$ cat src/rtl/amr_pkg.sv
// Shared constants and types for the active mode return control link.
// Assumes one 20 MHz clock shared by both ends of the link.
package amr_pkg;

    // ----------------------------------------
    // Timing
    // ----------------------------------------
    localparam int AMR_CLK_PERIOD_NS  = 50;
    localparam int AMR_HOLD_UNIT_NS   = 1_000_000;
    localparam int AMR_CYC_PER_UNIT   = (AMR_HOLD_UNIT_NS + AMR_CLK_PERIOD_NS - 1) / AMR_CLK_PERIOD_NS;
    localparam int AMR_HOLD_W         = 16;
    localparam logic [15:0] AMR_HOLD_RESET = 16'h0000;

    // ----------------------------------------
    // Link command codes
    // ----------------------------------------
    typedef enum logic [3:0] {
        CMD_NOP     = 4'h0,
        CMD_HOLD    = 4'h1,
        CMD_STATUS_MONITOR_COMMAND    = 4'h2,
        CMD_INTERP  = 4'h3,
        CMD_POSITIONING_COMMAND  = 4'h4,
        CMD_FEED    = 4'h5,
        CMD_EXPOS   = 4'h6,
        CMD_EXFEED  = 4'h7,
        CMD_HOMING  = 4'h8,
        CMD_VELOCITY_CONTROL_COMMAND = 4'h9,
        CMD_CONFIG  = 4'hA
    } amr_cmd_t;

    // Reference path of the drive
    typedef enum logic [1:0] {
        REF_ANALOG  = 2'h0,
        REF_BUS_OLD = 2'h1,
        REF_BUS_NEW = 2'h2
    } amr_ref_t;

    // Positioning commands that need a hold or cancel on entry
    function automatic logic amr_is_positioning_command(input amr_cmd_t c);
        return (c == CMD_POSITIONING_COMMAND) || (c == CMD_FEED) || (c == CMD_EXPOS) ||
               (c == CMD_EXFEED) || (c == CMD_HOMING);
    endfunction

endpackage

$ cat src/rtl/amr_link_if.sv
// Command link between the host motion controller and the drive.
// Assumes both ends share one clock; all signals are plain levels or pulses.
`timescale 1ns/1ns
interface amr_link_if;
    import amr_pkg::*;

    logic     cmd_valid;
    amr_cmd_t cmd;
    logic     cancel;
    logic     target_position_valid;
    logic     servo_on;
    logic     active_mode;
    logic     cmd_warning;

    modport dev (
        input  cmd_valid,
        input  cmd,
        input  cancel,
        input  target_position_valid,
        input  servo_on,
        output active_mode,
        output cmd_warning
    );

    modport host (
        output cmd_valid,
        output cmd,
        output cancel,
        output target_position_valid,
        output servo_on,
        input  active_mode,
        input  cmd_warning
    );
endinterface

$ cat src/rtl/amr_device.sv
// Drive end: enters and leaves active mode and handles the exceptions.
// Assumes the host keeps to the link behaviour; pins are asynchronous.
//
// What this block and the host end do
// - Old bus speed: host holds, then waits
// - Interpolating: host drops target or idles
// - Old bus positioning: host sends hold
// - Host resumes only after indicator drops
// - New bus speed: host sets cancel bit
// - New bus positioning: host sets cancel bit
// - System reset ends mode, restarts servo
// - Parameter recalculation ends active mode
// - New bus config with servo on: warn
// - Overtravel replaces internal deceleration
// - After overtravel stop, wait hold time
// - Servo-on cleared ends active mode
// - Zero clamp off during active mode
// - Release needs request, hold time, limits
`timescale 1ns/1ns
module amr_device #(
    parameter int CYC_PER_UNIT = amr_pkg::AMR_CYC_PER_UNIT,
    parameter int HOLD_W       = amr_pkg::AMR_HOLD_W
) (
    input  wire logic              REF_CLK,
    input  wire logic              RESET_N,
    amr_link_if.dev                LINK,
    input  wire logic              SAFETY_REQ,
    input  wire logic              OVERTRAVEL,
    input  wire logic              MOTOR_STOPPED,
    input  wire logic              ZERO_CLAMP_REQ,
    input  wire logic              ACTIVE_ENABLE,
    input  wire amr_pkg::amr_ref_t REF_PATH,
    input  wire logic              POS_MODE,
    input  wire logic              POS_ERR_OK,
    input  wire logic              SPEED_REF_OK,
    input  wire logic [HOLD_W-1:0] HOLD_TIME,
    input  wire logic              SYS_RESET_REQ,
    input  wire logic              PARAM_RECALC,
    output logic                   ACTIVE_MODE,
    output logic                   INTERNAL_DECEL,
    output logic                   OT_DECEL,
    output logic                   SERVO_RESTART,
    output logic                   RECALC_DONE,
    output logic                   ZERO_CLAMP
);
    import amr_pkg::*;

    // ----------------------------------------
    // Pin synchronisers
    // ----------------------------------------
    localparam int NSYNC = 4;
    logic [NSYNC-1:0] sync_a;
    logic [NSYNC-1:0] sync_b;

    always_ff @(posedge REF_CLK or negedge RESET_N) begin
        if (!RESET_N) begin
            // Safety request idles ON; resetting its stages low would fake an entry
            sync_a <= 4'h1;
            sync_b <= 4'h1;
        end else begin
            sync_a <= {ZERO_CLAMP_REQ, MOTOR_STOPPED, OVERTRAVEL, SAFETY_REQ};
            sync_b <= sync_a;
        end
    end

    logic safety_on;
    logic ot_in;
    logic stopped_in;
    logic zc_in;
    assign safety_on  = sync_b[0];
    assign ot_in      = sync_b[1];
    assign stopped_in = sync_b[2];
    assign zc_in      = sync_b[3];

    // ----------------------------------------
    // Mode state
    // ----------------------------------------
    typedef enum logic [1:0] {
        ST_NORMAL,
        ST_ACTIVE,
        ST_OT_STOP,
        ST_OT_HOLD
    } amr_state_t;

    amr_state_t state;
    amr_state_t next_state;

    logic config_req;
    logic config_refused;
    logic recalc_now;
    logic end_now;
    logic hold_elapsed;
    logic limits_ok;
    logic release_ok;
    logic restart_hold;

    // A config on the newer bus with servo on is refused outright
    assign config_req     = LINK.cmd_valid && (LINK.cmd == CMD_CONFIG);
    assign config_refused = config_req && (REF_PATH == REF_BUS_NEW) && LINK.servo_on;
    assign recalc_now     = PARAM_RECALC || (config_req && !config_refused);

    // Any of these drops active mode at once, whatever the phase
    assign end_now = SYS_RESET_REQ ||
                     recalc_now ||
                     !LINK.servo_on;

    assign limits_ok  = POS_MODE ? POS_ERR_OK : SPEED_REF_OK;
    assign release_ok = safety_on && hold_elapsed && limits_ok;

    always_comb begin
        next_state = state;
        case (state)
            ST_NORMAL: begin
                if (!safety_on && ACTIVE_ENABLE && LINK.servo_on && !end_now) begin
                    next_state = ot_in ? ST_OT_STOP : ST_ACTIVE;
                end
            end
            ST_ACTIVE: begin
                if (end_now) begin
                    next_state = ST_NORMAL;
                end else if (ot_in) begin
                    next_state = ST_OT_STOP;
                end else if (release_ok) begin
                    next_state = ST_NORMAL;
                end
            end
            ST_OT_STOP: begin
                if (end_now) begin
                    next_state = ST_NORMAL;
                end else if (stopped_in) begin
                    next_state = ST_OT_HOLD;
                end
            end
            ST_OT_HOLD: begin
                if (end_now) begin
                    next_state = ST_NORMAL;
                end else if (release_ok) begin
                    next_state = ST_NORMAL;
                end
            end
            default: next_state = ST_NORMAL;
        endcase
    end

    always_ff @(posedge REF_CLK or negedge RESET_N) begin
        if (!RESET_N) begin
            state <= ST_NORMAL;
        end else begin
            state <= next_state;
        end
    end

    // ----------------------------------------
    // Hold timer
    // ----------------------------------------
    // Counts whole units since entry, restarted once the overtravel
    // stop completes; saturates so a long wait never wraps to zero.
    logic [$clog2(CYC_PER_UNIT+1)-1:0] prescale;
    logic [HOLD_W-1:0]                 hold_units;
    logic                              unit_tick;

    assign unit_tick    = (prescale == ($clog2(CYC_PER_UNIT+1))'(CYC_PER_UNIT - 1));
    assign restart_hold = (state == ST_NORMAL) ||
                          ((state == ST_OT_STOP) && stopped_in);
    assign hold_elapsed = (hold_units > HOLD_TIME);

    always_ff @(posedge REF_CLK or negedge RESET_N) begin
        if (!RESET_N) begin
            prescale <= '0;
        end else if (restart_hold || unit_tick) begin
            prescale <= '0;
        end else begin
            prescale <= prescale + 1'b1;
        end
    end

    always_ff @(posedge REF_CLK or negedge RESET_N) begin
        if (!RESET_N) begin
            hold_units <= AMR_HOLD_RESET;
        end else if (restart_hold) begin
            hold_units <= AMR_HOLD_RESET;
        end else if (unit_tick && (hold_units != '1)) begin
            hold_units <= hold_units + 1'b1;
        end
    end

    // ----------------------------------------
    // Outputs
    // ----------------------------------------
    logic active_next;
    assign active_next = (next_state != ST_NORMAL);

    always_ff @(posedge REF_CLK or negedge RESET_N) begin
        if (!RESET_N) begin
            ACTIVE_MODE      <= 1'b0;
            LINK.active_mode <= 1'b0;
            INTERNAL_DECEL   <= 1'b0;
            OT_DECEL         <= 1'b0;
        end else begin
            ACTIVE_MODE      <= active_next;
            LINK.active_mode <= active_next;
            INTERNAL_DECEL   <= (next_state == ST_ACTIVE);
            OT_DECEL         <= (next_state == ST_OT_STOP);
        end
    end

    always_ff @(posedge REF_CLK or negedge RESET_N) begin
        if (!RESET_N) begin
            SERVO_RESTART    <= 1'b0;
            RECALC_DONE      <= 1'b0;
            LINK.cmd_warning <= 1'b0;
        end else begin
            SERVO_RESTART    <= SYS_RESET_REQ;
            RECALC_DONE      <= recalc_now;
            LINK.cmd_warning <= config_refused;
        end
    end

    // Clamp only exists on the analog path and never while active
    always_ff @(posedge REF_CLK or negedge RESET_N) begin
        if (!RESET_N) begin
            ZERO_CLAMP <= 1'b0;
        end else begin
            ZERO_CLAMP <= zc_in && (REF_PATH == REF_ANALOG) && !active_next;
        end
    end

endmodule

$ cat src/flat_wrapper.sv
// flat-port wrapper written by rule: the top's interface ports become plain ports
module amr_device_flat import amr_pkg::*;
#(
    parameter int CYC_PER_UNIT = amr_pkg::AMR_CYC_PER_UNIT,
    parameter int HOLD_W       = amr_pkg::AMR_HOLD_W
)
  (REF_CLK, RESET_N, SAFETY_REQ, OVERTRAVEL, MOTOR_STOPPED, ZERO_CLAMP_REQ, ACTIVE_ENABLE, REF_PATH, POS_MODE, POS_ERR_OK, SPEED_REF_OK, HOLD_TIME, SYS_RESET_REQ, PARAM_RECALC, ACTIVE_MODE, INTERNAL_DECEL, OT_DECEL, SERVO_RESTART, RECALC_DONE, ZERO_CLAMP, LINK_cmd_valid, LINK_cmd, LINK_cancel, LINK_target_position_valid, LINK_servo_on, LINK_active_mode, LINK_cmd_warning);
  amr_link_if LINK_i ();
  input  wire logic REF_CLK;
  input  wire logic RESET_N;
  input  wire logic SAFETY_REQ;
  input  wire logic OVERTRAVEL;
  input  wire logic MOTOR_STOPPED;
  input  wire logic ZERO_CLAMP_REQ;
  input  wire logic ACTIVE_ENABLE;
  input  wire amr_pkg::amr_ref_t REF_PATH;
  input  wire logic POS_MODE;
  input  wire logic POS_ERR_OK;
  input  wire logic SPEED_REF_OK;
  input  wire logic [HOLD_W-1:0] HOLD_TIME;
  input  wire logic SYS_RESET_REQ;
  input  wire logic PARAM_RECALC;
  output logic ACTIVE_MODE;
  output logic INTERNAL_DECEL;
  output logic OT_DECEL;
  output logic SERVO_RESTART;
  output logic RECALC_DONE;
  output logic ZERO_CLAMP;
  input wire logic [$bits(LINK_i.cmd_valid)-1:0] LINK_cmd_valid;
  input wire logic [$bits(LINK_i.cmd)-1:0] LINK_cmd;
  input wire logic [$bits(LINK_i.cancel)-1:0] LINK_cancel;
  input wire logic [$bits(LINK_i.target_position_valid)-1:0] LINK_target_position_valid;
  input wire logic [$bits(LINK_i.servo_on)-1:0] LINK_servo_on;
  output wire logic [$bits(LINK_i.active_mode)-1:0] LINK_active_mode;
  output wire logic [$bits(LINK_i.cmd_warning)-1:0] LINK_cmd_warning;
  assign LINK_i.cmd_valid = LINK_cmd_valid;
  assign LINK_i.cmd = LINK_cmd;
  assign LINK_i.cancel = LINK_cancel;
  assign LINK_i.target_position_valid = LINK_target_position_valid;
  assign LINK_i.servo_on = LINK_servo_on;
  assign LINK_active_mode = LINK_i.active_mode;
  assign LINK_cmd_warning = LINK_i.cmd_warning;
  amr_device #(.CYC_PER_UNIT(CYC_PER_UNIT), .HOLD_W(HOLD_W)) u_core (.REF_CLK(REF_CLK), .RESET_N(RESET_N), .LINK(LINK_i), .SAFETY_REQ(SAFETY_REQ), .OVERTRAVEL(OVERTRAVEL), .MOTOR_STOPPED(MOTOR_STOPPED), .ZERO_CLAMP_REQ(ZERO_CLAMP_REQ), .ACTIVE_ENABLE(ACTIVE_ENABLE), .REF_PATH(REF_PATH), .POS_MODE(POS_MODE), .POS_ERR_OK(POS_ERR_OK), .SPEED_REF_OK(SPEED_REF_OK), .HOLD_TIME(HOLD_TIME), .SYS_RESET_REQ(SYS_RESET_REQ), .PARAM_RECALC(PARAM_RECALC), .ACTIVE_MODE(ACTIVE_MODE), .INTERNAL_DECEL(INTERNAL_DECEL), .OT_DECEL(OT_DECEL), .SERVO_RESTART(SERVO_RESTART), .RECALC_DONE(RECALC_DONE), .ZERO_CLAMP(ZERO_CLAMP));
endmodule
$ cat config.mk
export PLATFORM = sky130hd
export DESIGN_NAME = amr_device_flat
export DESIGN_NICKNAME = d
export VERILOG_FILES = /design/src/rtl/amr_pkg.sv /design/src/rtl/amr_link_if.sv /design/src/rtl/amr_device.sv /design/src/flat_wrapper.sv
export SDC_FILE = /design/constraint.sdc
export NUM_CORES = 1
export LEC_CHECK = 0
export BUFFER_PORTS_ARGS = -buffer_cell sky130_fd_sc_hd__clkbuf_2
export CORE_ASPECT_RATIO = 1.75
export CORE_MARGIN = 8
export CORE_UTILIZATION = 45
export DETAILED_ROUTE_END_ITERATION = 8
export MAX_ROUTING_LAYER = met4
export PLACE_DENSITY_LB_ADDON = 0.08
export SYNTH_ARGS = -nofsm -noshare
export SYNTH_HDL_FRONTEND = slang
export SYNTH_SLANG_ARGS = --single-unit
$ cat constraint.sdc
create_clock -name REF_CLK -period 3.7 [get_ports REF_CLK]
set_clock_uncertainty 0.15 [all_clocks]
set_input_delay 0.185 -clock REF_CLK [delete_from_list [all_inputs] [get_ports REF_CLK]]
set_output_delay 0.185 -clock REF_CLK [all_outputs]
set_load 0.01 [all_outputs]
Word level (Yosys, flattened, before mapping)
Index checks and enable logic that the tools add are counted.
W data, S select, Z words.
{ "totals": {"input_bits": 38, "wordCells": 64, "mem_count": 0, "romBits": 0, "latchBits": 0, "register_bits": 48, "mem_bits_rw": 0, "output_inout_bits": 8} }
{ "classes": {"n_lt_le_gt_ge": 1, "reduce_logical": 27, "n_mul": 0, "shifts": 0, "eq_ne": 9, "n_bitwise": 0, "muxes": 13, "n_div": 0, "add_sub_neg": 2} }
{ "ops": {"columns": ["op", "count"], "rows": [
  ["$mux W16", 2],
  ["$add A16 B1 Y16 const B", 1],
  ["$gt A16 B16 Y1", 1],
  ["$mux W2", 8],
  ["$ne A16 B16 Y1 const B", 1],
  ["$add A15 B1 Y15 const B", 1],
  ["$eq A15 B15 Y1 const B", 1],
  ["$mux W15", 1],
  ["$logic_and A1 B1 Y1", 13],
  ["$eq A2 B2 Y1 const B", 4],
  ["$pmux W2 S4", 1],
  ["$logic_not A1 Y1", 5],
  ["$logic_or A1 B1 Y1", 5],
  ["$eq A2 B1 Y1 const B", 2],
  ["$eq A4 B4 Y1 const B", 1],
  ["$logic_not A2 Y1", 2],
  ["$reduce_bool A2 Y1", 2],
  ["$mux W1", 1]
]} }

Longest topological paths before layout
Gate-level depths: netlist of the first run.
{ "depth": {"depth_word": 16, "depth_mapped": 7, "ltp_nobuf": 7} }

Least setup slack after synthesis of the first run
Ideal clock, no wire load.
{ "synth_timing": {"path_type": "reg2reg", "start": "reg u_core.hold_units[15]", "end": "reg u_core.ZERO_CLAMP", "setup_slack_ns": 1.471, "arrival_time_ns": 2.014, "setup_time_ns": 0.065, "synth_period_minus_slack_ns": 2.229, "stages_incl_launch_ff": 7, "required_time_ns": 3.485, "path_buffers": 0, "cell_sequence": "dfrtp_1 ha_1 nand4_1 or4_4 a21o_1 a311oi_2 o211a_1"} }
{ "synth_between": {"elab_chain_len": 10, "elab_cells_between_ends": 11, "cone_classes": "1 x order compare; 5 x mux; 5 x reduce/logical"} }
{ "synth_lines": {"columns": ["element", "line_no", "text"], "rows": [
  ["from (decl)", "amr_device.sv:159", "logic [HOLD_W-1:0] hold_units;"],
  ["from (signal assigned)", "amr_device.sv:183", "hold_units <= hold_units + 1'b1;"],
  ["$gt A16 B16 Y1 *", "amr_device.sv:165", "assign hold_elapsed = (hold_units > HOLD_TIME);"],
  ["$logic_and A1 B1 Y1 * (2 in series)", "amr_device.sv:108", "assign release_ok = safety_on && hold_elapsed && limits_ok;"],
  ["$mux W2 *", "amr_device.sv:123, amr_device.sv:137", null],
  ["$mux W2", "amr_device.sv:121", "end else if (ot_in) begin"],
  ["$mux W2", "amr_device.sv:119", "if (end_now) begin"],
  ["$pmux W2 S4 *", "amr_device.sv:112", "case (state)"],
  ["$reduce_bool A2 Y1 *", "amr_device.sv:191", "assign active_next = (next_state != ST_NORMAL);"],
  ["$logic_not A1 Y1 *", "amr_device.sv:224", "ZERO_CLAMP <= zc_in && (REF_PATH == REF_ANALOG) && !active_next;"],
  ["$logic_and A1 B1 Y1 *", "amr_device.sv:224", null],
  ["to (signal assigned)", "amr_device.sv:224", null],
  ["to (decl)", "amr_device.sv:44", "output logic ZERO_CLAMP"]
]} }
Mark *: on every way between the ends. The rest lies on a longest branch, timed or not.
A chain may end at the register's enable or synchronous reset.

Final worst setup path of the first run
{ "layout_timing": {"start": "reg u_core.hold_units[15]", "end": "reg u_core.state[1]"} }
{ "layout_between": {"elab_chain_len": 7, "elab_cells_between_ends": 8, "cone_classes": "1 x order compare; 5 x mux; 2 x reduce/logical"} }
{ "layout_lines": {"columns": ["element", "line_no", "text"], "rows": [
  ["$gt A16 B16 Y1 *", "amr_device.sv:165", null],
  ["$logic_and A1 B1 Y1 * (2 in series)", "amr_device.sv:108", null],
  ["$mux W2 *", "amr_device.sv:123, amr_device.sv:137", null],
  ["$mux W2", "amr_device.sv:121", null],
  ["$mux W2", "amr_device.sv:119", null],
  ["$pmux W2 S4 *", "amr_device.sv:112", null],
  ["named net u_core.next_state[1]", "amr_device.sv:86", "amr_state_t next_state;"],
  ["to (signal assigned)", "amr_device.sv:149", "state <= next_state;"],
  ["to (decl)", "amr_device.sv:85", "amr_state_t state;"]
]} }
The timed path passes the listed nets; every way through them passes the cells marked *.

==> results of run 1 <==
[cell type report]
cell class | instances | share of cell area (%)
Clock inverter | 3 | 1.43
Multi-Input combinational cell | 208 | 43.6
Inverter | 23 | 2.66
Sequential cell | 48 | 37.1
Clock buffer | 5 | 2.12
Timing Repair Buffer | 55 | 10.1
Tap cell | 80 | 3.08
[final timing paths]
path                                      to  slack (ns)  depth (start not counted)
hold reg to reg             u_core.sync_b[3]        0.21                          0
setup / recovery             u_core.state[1]        0.97                          6
setup reg to reg             u_core.state[1]        0.97                          6
min in group asynchronous   u_core.sync_b[3]        0.21                          2
max in group asynchronous   u_core.sync_a[0]        2.37                          3
hold / removal             u_core.ZERO_CLAMP        0.02                          3
[where the power goes]
part | internal (uW) | switching (uW) | total (uW)
registers | 532 | 3.37 | 535
logic | 32.1 | 37.1 | 69.3
clock network | 204 | 184 | 388
[metal layers]
layer	share of wire, %	vias to the layer above	wire length, microns
met4	2.5	0	151
met3	5.7	9	339
li1	-	1124	-
met1	37	1059	2220
met5	0	-	0
met2	54	36	3250
[registers in the layout, summed over array words and instances, names as in the netlist]
name                     count
u_core.INTERNAL_DECEL        1
u_core.LINK.active_mode      1
u_core.LINK.cmd_warning      1
u_core.OT_DECEL              1
u_core.RECALC_DONE           1
u_core.SERVO_RESTART         1
u_core.ZERO_CLAMP            1
u_core.hold_units           16
u_core.prescale             15
u_core.state                 2
u_core.sync_a                4
u_core.sync_b                4
[cell usage in the layout (no fill, tap or decap), drive strengths merged, types with 3 or more instances in the layout]
| cell type | n |
|---|---|
| buf | 3 |
| nand2 | 24 |
| xor2 | 6 |
| nand4 | 9 |
| ha | 18 |
| a21o | 5 |
| dlygate4sd3 | 9 |
| a31o | 5 |
| nor3 | 9 |
| xnor2 | 9 |
| nor4 | 3 |
| clkbuf | 48 |
| a31oi | 5 |
| o21ai | 9 |
| a41o | 5 |
| or3 | 3 |
| a311oi | 4 |
| and3 | 5 |
| nor2 | 38 |
| inv | 24 |
| a21oi | 18 |
| nand3 | 13 |
| dfrtp | 46 |
[per-stage QoR]
stage          power (uW)  utilization, %  cell area (sq um)
2_1_floorplan         570               -               2770
3_3_place_gp          609            50.0               3040
3_5_place_dp          610            50.0               3040
4_1_cts              1010            53.4               3250
5_1_grt              1040            53.4               3250
6_report              992            53.4               3250
[cell families (layout without fill, tap and decap cells)]
group,after synthesis,after routing,synth area share [%]
compound gates,58,58,15.4
mux,2,2,0.723
xor+xnor,15,15,4.75
buf+inv,34,86,5.38
flops,48,48,43.5
fa+ha+maj,18,18,8.14
simple gates,115,115,22.2
[worst min-delay path, stage by stage]
cell and delay, ns:
clkbuf_2 0.09, nor2_1 0.06, o211a_1 0.11
==> results.md, run 1 <==
- Final period util: 73.9%
- Antenna violations before repair: 0
- Final Non-Filler Cells: between 400 and 500
- Final ANT Viol Nets: 0
- Gr busiest metal: met2
- Worst slew margin: a little over a third
- Number of synthesized flops with an enable pin: 0
- Via count of the first global-routing pass: 2240
- Total negative setup slack: 0 ns
- Final min period: 2.73 ns
- Seq/Total Area, Yosys: 43.5%
- Reg2reg start: u_core.hold_units[15]
- Cell Chain, Critical Path: ha_1 -> nand4_1 -> nor3_1 -> a2111oi_1 -> a31oi_1 -> a311oi_1
- Hold_buf cts: 9
- Startpoint types: flip-flop
- Drt wl/cell: roughly 14 microns
- Post-detail-place hpwl: ~4.7 mm
- Yosys reg bits: 48
- Largest cells by area after synthesis: dfrtp_1 42%, ha_1 8.1%, nor2_1 5.2%, nand2_1 3.3%, inv_1 3.1%
- CP Launch Point: u_core.hold_units[15]
- Starting Density: 45.5%
- N_diodes: 0
- Clock slew at reported path FFs: 0.09 ns
- Unrepaired setup endpoints after global routing: false
- Die Wd: between 70 and 80 microns
- Leak Pwr: approximately 0.0016 uW
- Final Worst Setup Slack: 0.966 ns
- Worst EP arrival: ~2.8 ns
- Final Slew Violations: 0
- Die Ht: 120 microns
- P&R area growth vs syn: 17.4%
- Setup crit end kind: flip-flop
- Final-stage net count: ~400
- CP Data Required Time: roughly 3.8 ns
- Main synth FF type: dfrtp_1
- Met3 GRT Util: 2.42%
- Met1 GRT Util: between 10% and 20%
- Top post-synthesis cells by count: 46 x dfrtp_1, 38 x nor2_1, 24 x nand2_1
- Worst Max-Slew Pin Slew: 0.965 ns
- Core ar.: approximately 6100 sq um
- Synth cell types: 50
- GPL Wtd Cong: a little over 0.8
- First-pass GRT wire length: approximately 9.8 mm
- WP buf/inv: 0
- Gr usage total: approximately 14%
- Post-CTS sizing: 0
- Most common cell in the synthesized netlist: dfrtp_1
- Via density: 5.28
- Root Buffer Master: clkbuf_8
- Number of port buffers: 43
- Hold_sp: REF_PATH[0]
- Max Buffers Root-to-Sink: 2
- Critical path class: flip-flop to flip-flop
- PD cells: slightly above 300 nW/um^2
- Average size of a mapped cell: around 9.5 sq um
- Skew-Pair Late Insertion Delay: approximately 0.30 ns
- Status: finished, final reports clean
- Final WL: between 5 and 6 mm
- Yosys Warn Count: 0
- Synthesized area: ~2800 sq um
- Crit-path max FO: 6
- CTS sink cnt: 48
- Remaining Overflow, GRT: 0
- Storage cell area: about 1200 sq um
- Peak VDD IR: around 0.00032 V
- Hold Slack: about 0.022 ns
- Yosys top cell by area: dfrtp_1
- # rows: 38
- Largest stage delay, worst path: approximately 0.89 ns
- Total Die Area: approximately 9000 sq um
- Share of cells above drive strength 1: between 20% and 30%
- Total placed cells including tap cells: about 410
- Via Count: about 2200
- F_max: 366 MHz
- Area of the multi-input gates: between 1000 and 1500 sq um
- Endpoints failing setup: 0
- Worst Hold Class: input pin to flip-flop
- Yosys top cell area share: about 42%
- Syn Inst Count: a little under 300
- DP Worst Slack: 0.941 ns
- Num CTS Buffers: 5
- CTS tree: yes
- Fillcell total: 596
- Setup bufs post-CTS: 0
- # IOs: 46
- CP max stage cell: a2111oi_1
- DR iter-0 viols: just under 60
- Final hold violation count: 0
- H-tree depth: 2
- Met2 Use GR: 26.2%
- Delay-heaviest family, CP: compound AO/OA/AOI/OAI gates
- Largest net degree at the start of global routing: 31
- DR pass1 iterations: 4
- Post-Syn Nets: about 350
- Ys async rst share: 100%
- Max Cap Viol: 0
- Drt drc: 0
Power figures use the tool's default switching activity.
==> run 2, diff against run 1 <==
--- a/config.mk
+++ b/config.mk
@@ -5,6 +5,7 @@
 export SDC_FILE = /design/constraint.sdc
 export NUM_CORES = 1
 export LEC_CHECK = 0
+export ABC_AREA = 1
 export BUFFER_PORTS_ARGS = -buffer_cell sky130_fd_sc_hd__clkbuf_2
 export CORE_ASPECT_RATIO = 1.75
 export CORE_MARGIN = 8
==> constraint.sdc (replaced) <==
create_clock -name REF_CLK -period 2.8 [get_ports REF_CLK]
set_clock_uncertainty 0.15 [all_clocks]
set_input_delay 0.14 -clock REF_CLK [delete_from_list [all_inputs] [get_ports REF_CLK]]
set_output_delay 0.14 -clock REF_CLK [all_outputs]
set_load 0.01 [all_outputs]
==> run 2 against run 1 <==
Synthesized area up 2.6%. Largest cell class unchanged. Hold slack gained 0.18 ns. Die area rose by 2.1%. Via count grew 7.3%. Sequential power up 32%. Sequential cell count did not move. Clock-buffer cell count stayed put. Clock power rose by 32%.
==> results.md, run 2 <==
- Status: finished, final reports clean (unchanged)
- Max reg flops: 16 (unchanged)
- Endpoints failing setup: 0 (unchanged)
- Final Slew Violations: 0 (unchanged)
- Leak Pwr: 0.00170 uW (was 0.00158 uW)
- Setup crit end kind: flip-flop (unchanged)
- Crit-path max FO: 5 (was 6)
- Worst Hold Class: flip-flop to flip-flop (was input pin to flip-flop)
- Commonest non-fill, non-tap cells in the layout: 56 x nand2_1, 55 x inv_1, 46 x dfrtp_1 (was 46 x dfrtp_1, 43 x clkbuf_2, 38 x nor2_1)
- Final-stage net count: 460 (was 397)
- Core ar.: 6130 sq um (was 6090 sq um)
- Via Count: 2390 (was 2228)
- Skew-Pair Late Insertion Delay: 0.30 ns (about the same)
- Hold Slack: 0.204 ns (was 0.0221 ns)
- GPL Wtd Cong: 0.860 (was 0.814)
- Worst slew margin: 59.9% (was 35.5%)
- Total negative setup slack: 0 ns (unchanged)
- Final hold violation count: 0 (unchanged)
- Number of synthesized flops with an enable pin: 0 (unchanged)
- Final WL: 6.06 mm (was 5.96 mm)
- Unrepaired setup endpoints after global routing: false (unchanged)
- Flop2flop setup slack: 0.55 ns (was 0.97 ns)
- Via density: 4.93 (was 5.28)
- Post-CTS sizing: 0 (unchanged)
- Largest net degree at the start of global routing: 49 (was 31)
- Starting Density: 46.3% (was 45.5%)
- Average size of a mapped cell: 8.25 sq um (was 9.54 sq um)
- Die Ht: 121 microns (was 120 microns)
- Worst EP arrival: 2.33 ns (was 2.80 ns)
- H-tree depth: 2 (unchanged)
- Most common cell in the synthesized netlist: nand2_1 (was dfrtp_1)
- Worst R2R End: u_core.ZERO_CLAMP (was u_core.state[1])
- Critical path class: flip-flop to flip-flop (unchanged)
- Synth cell types: 36 (was 50)
- Final Instance Area: 3380 sq um (was 3250 sq um)
- CTS tree: yes (unchanged)
- Via count of the first global-routing pass: 2371 (was 2240)
- Worst Max-Slew Pin Slew: 0.601 ns (was 0.965 ns)
- Synthesized area: 2840 sq um (was 2770 sq um)
- Delay-heaviest family, CP: simple AND/OR/NAND/NOR gates (was compound AO/OA/AOI/OAI gates)
- FF-to-FF path depth: 13 (was 6)
- Post-Syn Nets: 400 (was 346)
- Num CTS Buffers: 5 (unchanged)
- P&R area growth vs syn: 18.9% (was 17.4%)
- Final Non-Filler Cells: 485 (was 422)
- CP max stage cell: dfrtp_1 (was a2111oi_1)
- Share of cells above drive strength 1: 19.8% (was 21.9%)
- Final period util: 80.3% (was 73.9%)
- Crit path top cell by count: nand2_1
- Max Buffers Root-to-Sink: 2 (unchanged)
- Syn Inst Count: 344 (was 290)
- F_max: 445 MHz (was 366 MHz)
- First-pass GRT wire length: 10.2 mm (was 9.78 mm)
- Total placed cells including tap cells: 464 (was 405)
- DR iter-0 viols: 120 (was 58)
- Remaining Overflow, GRT: 0 (unchanged)
- DR pass1 iterations: 4 (unchanged)
- Fillcell total: 583 (was 596)
- Worst Hold Endpoint: u_core.sync_b[2] (was u_core.ZERO_CLAMP)
- Largest cells by area after synthesis: dfrtp_1 41%, ha_1 7.9%, nand2_1 7.4%, inv_1 7.3%, nand3_1 5.3% (was dfrtp_1 42%, ha_1 8.1%, nor2_1 5.2%, nand2_1 3.3%, inv_1 3.1%)
- Drt drc: 0 (unchanged)
- Main synth FF type: dfrtp_1 (unchanged)
- Post-detail-place hpwl: 4.77 mm (was 4.66 mm)
- Ys async rst share: 100% (unchanged)
- Top post-synthesis cells by count: 56 x nand2_1, 55 x inv_1, 46 x dfrtp_1 (was 46 x dfrtp_1, 38 x nor2_1, 24 x nand2_1)
- Reg with most FFs: u_core.hold_units (unchanged)
- Biggest regs: u_core.hold_units (16), u_core.prescale (15) (unchanged)
- CTS sink cnt: 48 (unchanged)
- # IOs: 46 (unchanged)
- Final min period: 2.25 ns (was 2.73 ns)
- Total Die Area: 9210 sq um (was 9020 sq um)
- Final ANT Viol Nets: 0 (unchanged)
- Number of port buffers: 43 (unchanged)
- # rows: 38 (unchanged)
- Root Buffer Master: clkbuf_8 (unchanged)
- Yosys reg bits: 48 (unchanged)
- Seq/Total Area, Yosys: 42.4% (was 43.5%)
- Reg2reg start: u_core.hold_units[7] (was u_core.hold_units[15])
- Hold_sp: u_core.sync_a[2] (was REF_PATH[0])
- Largest stage delay, worst path: 0.46 ns (was 0.89 ns)
- Antenna violations before repair: 0 (unchanged)
- Startpoint types: flip-flop (unchanged)
- Cell Chain, Critical Path: ha_1 -> nand2_1 -> nor2_1 -> nand2_1 -> nand2_1 -> nand2_1 -> nand2_1 -> nand2_1 -> nand2_1 -> nand2_1 -> a21boi_0 -> nand2_1 -> nor2_1 (was ha_1 -> nand4_1 -> nor3_1 -> a2111oi_1 -> a31oi_1 -> a311oi_1)
- Yosys top cell by area: dfrtp_1 (unchanged)
- Die Wd: 76.0 microns (was 75.3 microns)
- Max Cap Viol: 0 (unchanged)
- N_diodes: 0 (unchanged)
- WP buf/inv: 0 (unchanged)
- Clock slew at reported path FFs: 0.10 ns (was 0.09 ns)
- Placed Area: 3130 sq um (was 3040 sq um)
- Yosys Warn Count: 0 (unchanged)
- PD cells: 387 nW/um^2 (was 305 nW/um^2)
- Yosys top cell area share: 40.5% (was 41.6%)
- Peak VDD IR: 0.000357 V (was 0.000324 V)
- Drt wl/cell: 12.5 microns (was 14.1 microns)
- Cells on Worst Hold Path: 0 (was 3)
- Commonest non-fill, non-tap cell in the layout: nand2_1 (was dfrtp_1)
- Gr usage total: 13.9% (was 14.3%)
- CP Data Required Time: 2.88 ns (was 3.76 ns)
## run 2: cell types whose count changed in the layout (fill, tap and decap cells not counted), moves of 7 or more
| cell | previous run | this run |
|---|---|---|
| xnor2_1 | 9 | 0 |
| inv_1 | 23 | 55 |
| nand2_1 | 24 | 56 |
| nand3_1 | 12 | 30 |
| xor2_1 | 6 | 13 |
## run 2: repair_timing
| item | CTS | global route |
|---|---|---|
| endpoints found under the hold margin | 54 | 0 |
| hold buffers | 13 | 0 |
| setup buffers | 0 | 0 |
## run 2: worst max path at each step
stage                                     from                end  slack, ns  cells past startpoint
after floorplan           u_core.hold_units[7]  u_core.ZERO_CLAMP       0.96                     13
after global placement    u_core.hold_units[7]  u_core.ZERO_CLAMP       0.58                     13
after CTS                 u_core.hold_units[7]  u_core.ZERO_CLAMP       0.51                     13
after detailed placement  u_core.hold_units[7]  u_core.ZERO_CLAMP       0.54                     13
after global routing      u_core.hold_units[7]  u_core.ZERO_CLAMP       0.28                     13
final                     u_core.hold_units[7]  u_core.ZERO_CLAMP       0.55                     13
## run 2: logic make-up (layout without fill, tap and decap cells)
| group | Yosys count | count (layout) | synth area share [%] |
|---|---|---|---|
| XOR/XNOR | 13 | 13 | 4.01 |
| AO/OA/AOI/OAI | 42 | 42 | 9.12 |
| adder cells (fa/ha/maj) | 18 | 18 | 7.93 |
| AND/OR/NAND/NOR | 159 | 159 | 27.3 |
| flip-flops | 48 | 48 | 42.4 |
| buffers and inverters | 64 | 125 | 9.21 |
## run 2: metal layers
metal | global-route usage [%] | up-vias | share of wire, %
li1 | - | 1230 | -
met2 | 27.5 | 37 | 58
met3 | 2.15 | 8 | 2.5
met5 | - | - | 0
met4 | 5.56 | 0 | 1.8
met1 | 12.7 | 1115 | 37
## run 2: where the power goes
part | internal, uW | total, uW | switching (uW)
registers | 702 | 706 | 3.32
logic | 42.7 | 88.2 | 45.6
clock network | 269 | 511 | 242
total | 1010 | 1310 | 291
## run 2: stage by stage
stage / total power (uW) / setup WS (ns) / utilization (%)
floorplan: 749 / 0.960 / -
CTS: 1330 / 0.507 / 55.0
finish: 1310 / 0.552 / 55.0
global route: 1370 / 0.275 / 55.0
global placement: 795 / 0.583 / 51.0
detailed placement: 798 / 0.536 / 51.0
## run 2: final cells by class
cell class	instances	area, sq um	area share [%]
Sequential cell	48	1200	35.7
Timing Repair Buffer	58	360	10.7
Tap cell	80	100	2.97
Clock inverter	3	46.3	1.37
Clock buffer	5	68.8	2.04
Multi-Input combinational cell	232	1370	40.7
Inverter	59	223	6.60
## run 2: worst reg2reg max path, cell delays in order (launching register included)
cell      delay, ns
dfrtp_1        0.46
ha_1           0.33
nand2_1        0.07
nor2_1         0.21
nand2_1        0.08
nand2_1        0.07
nand2_1        0.05
nand2_1        0.06
nand2_1        0.06
nand2_1        0.05
nand2_1        0.05
a21boi_0       0.31
nand2_1        0.12
nor2_1         0.11
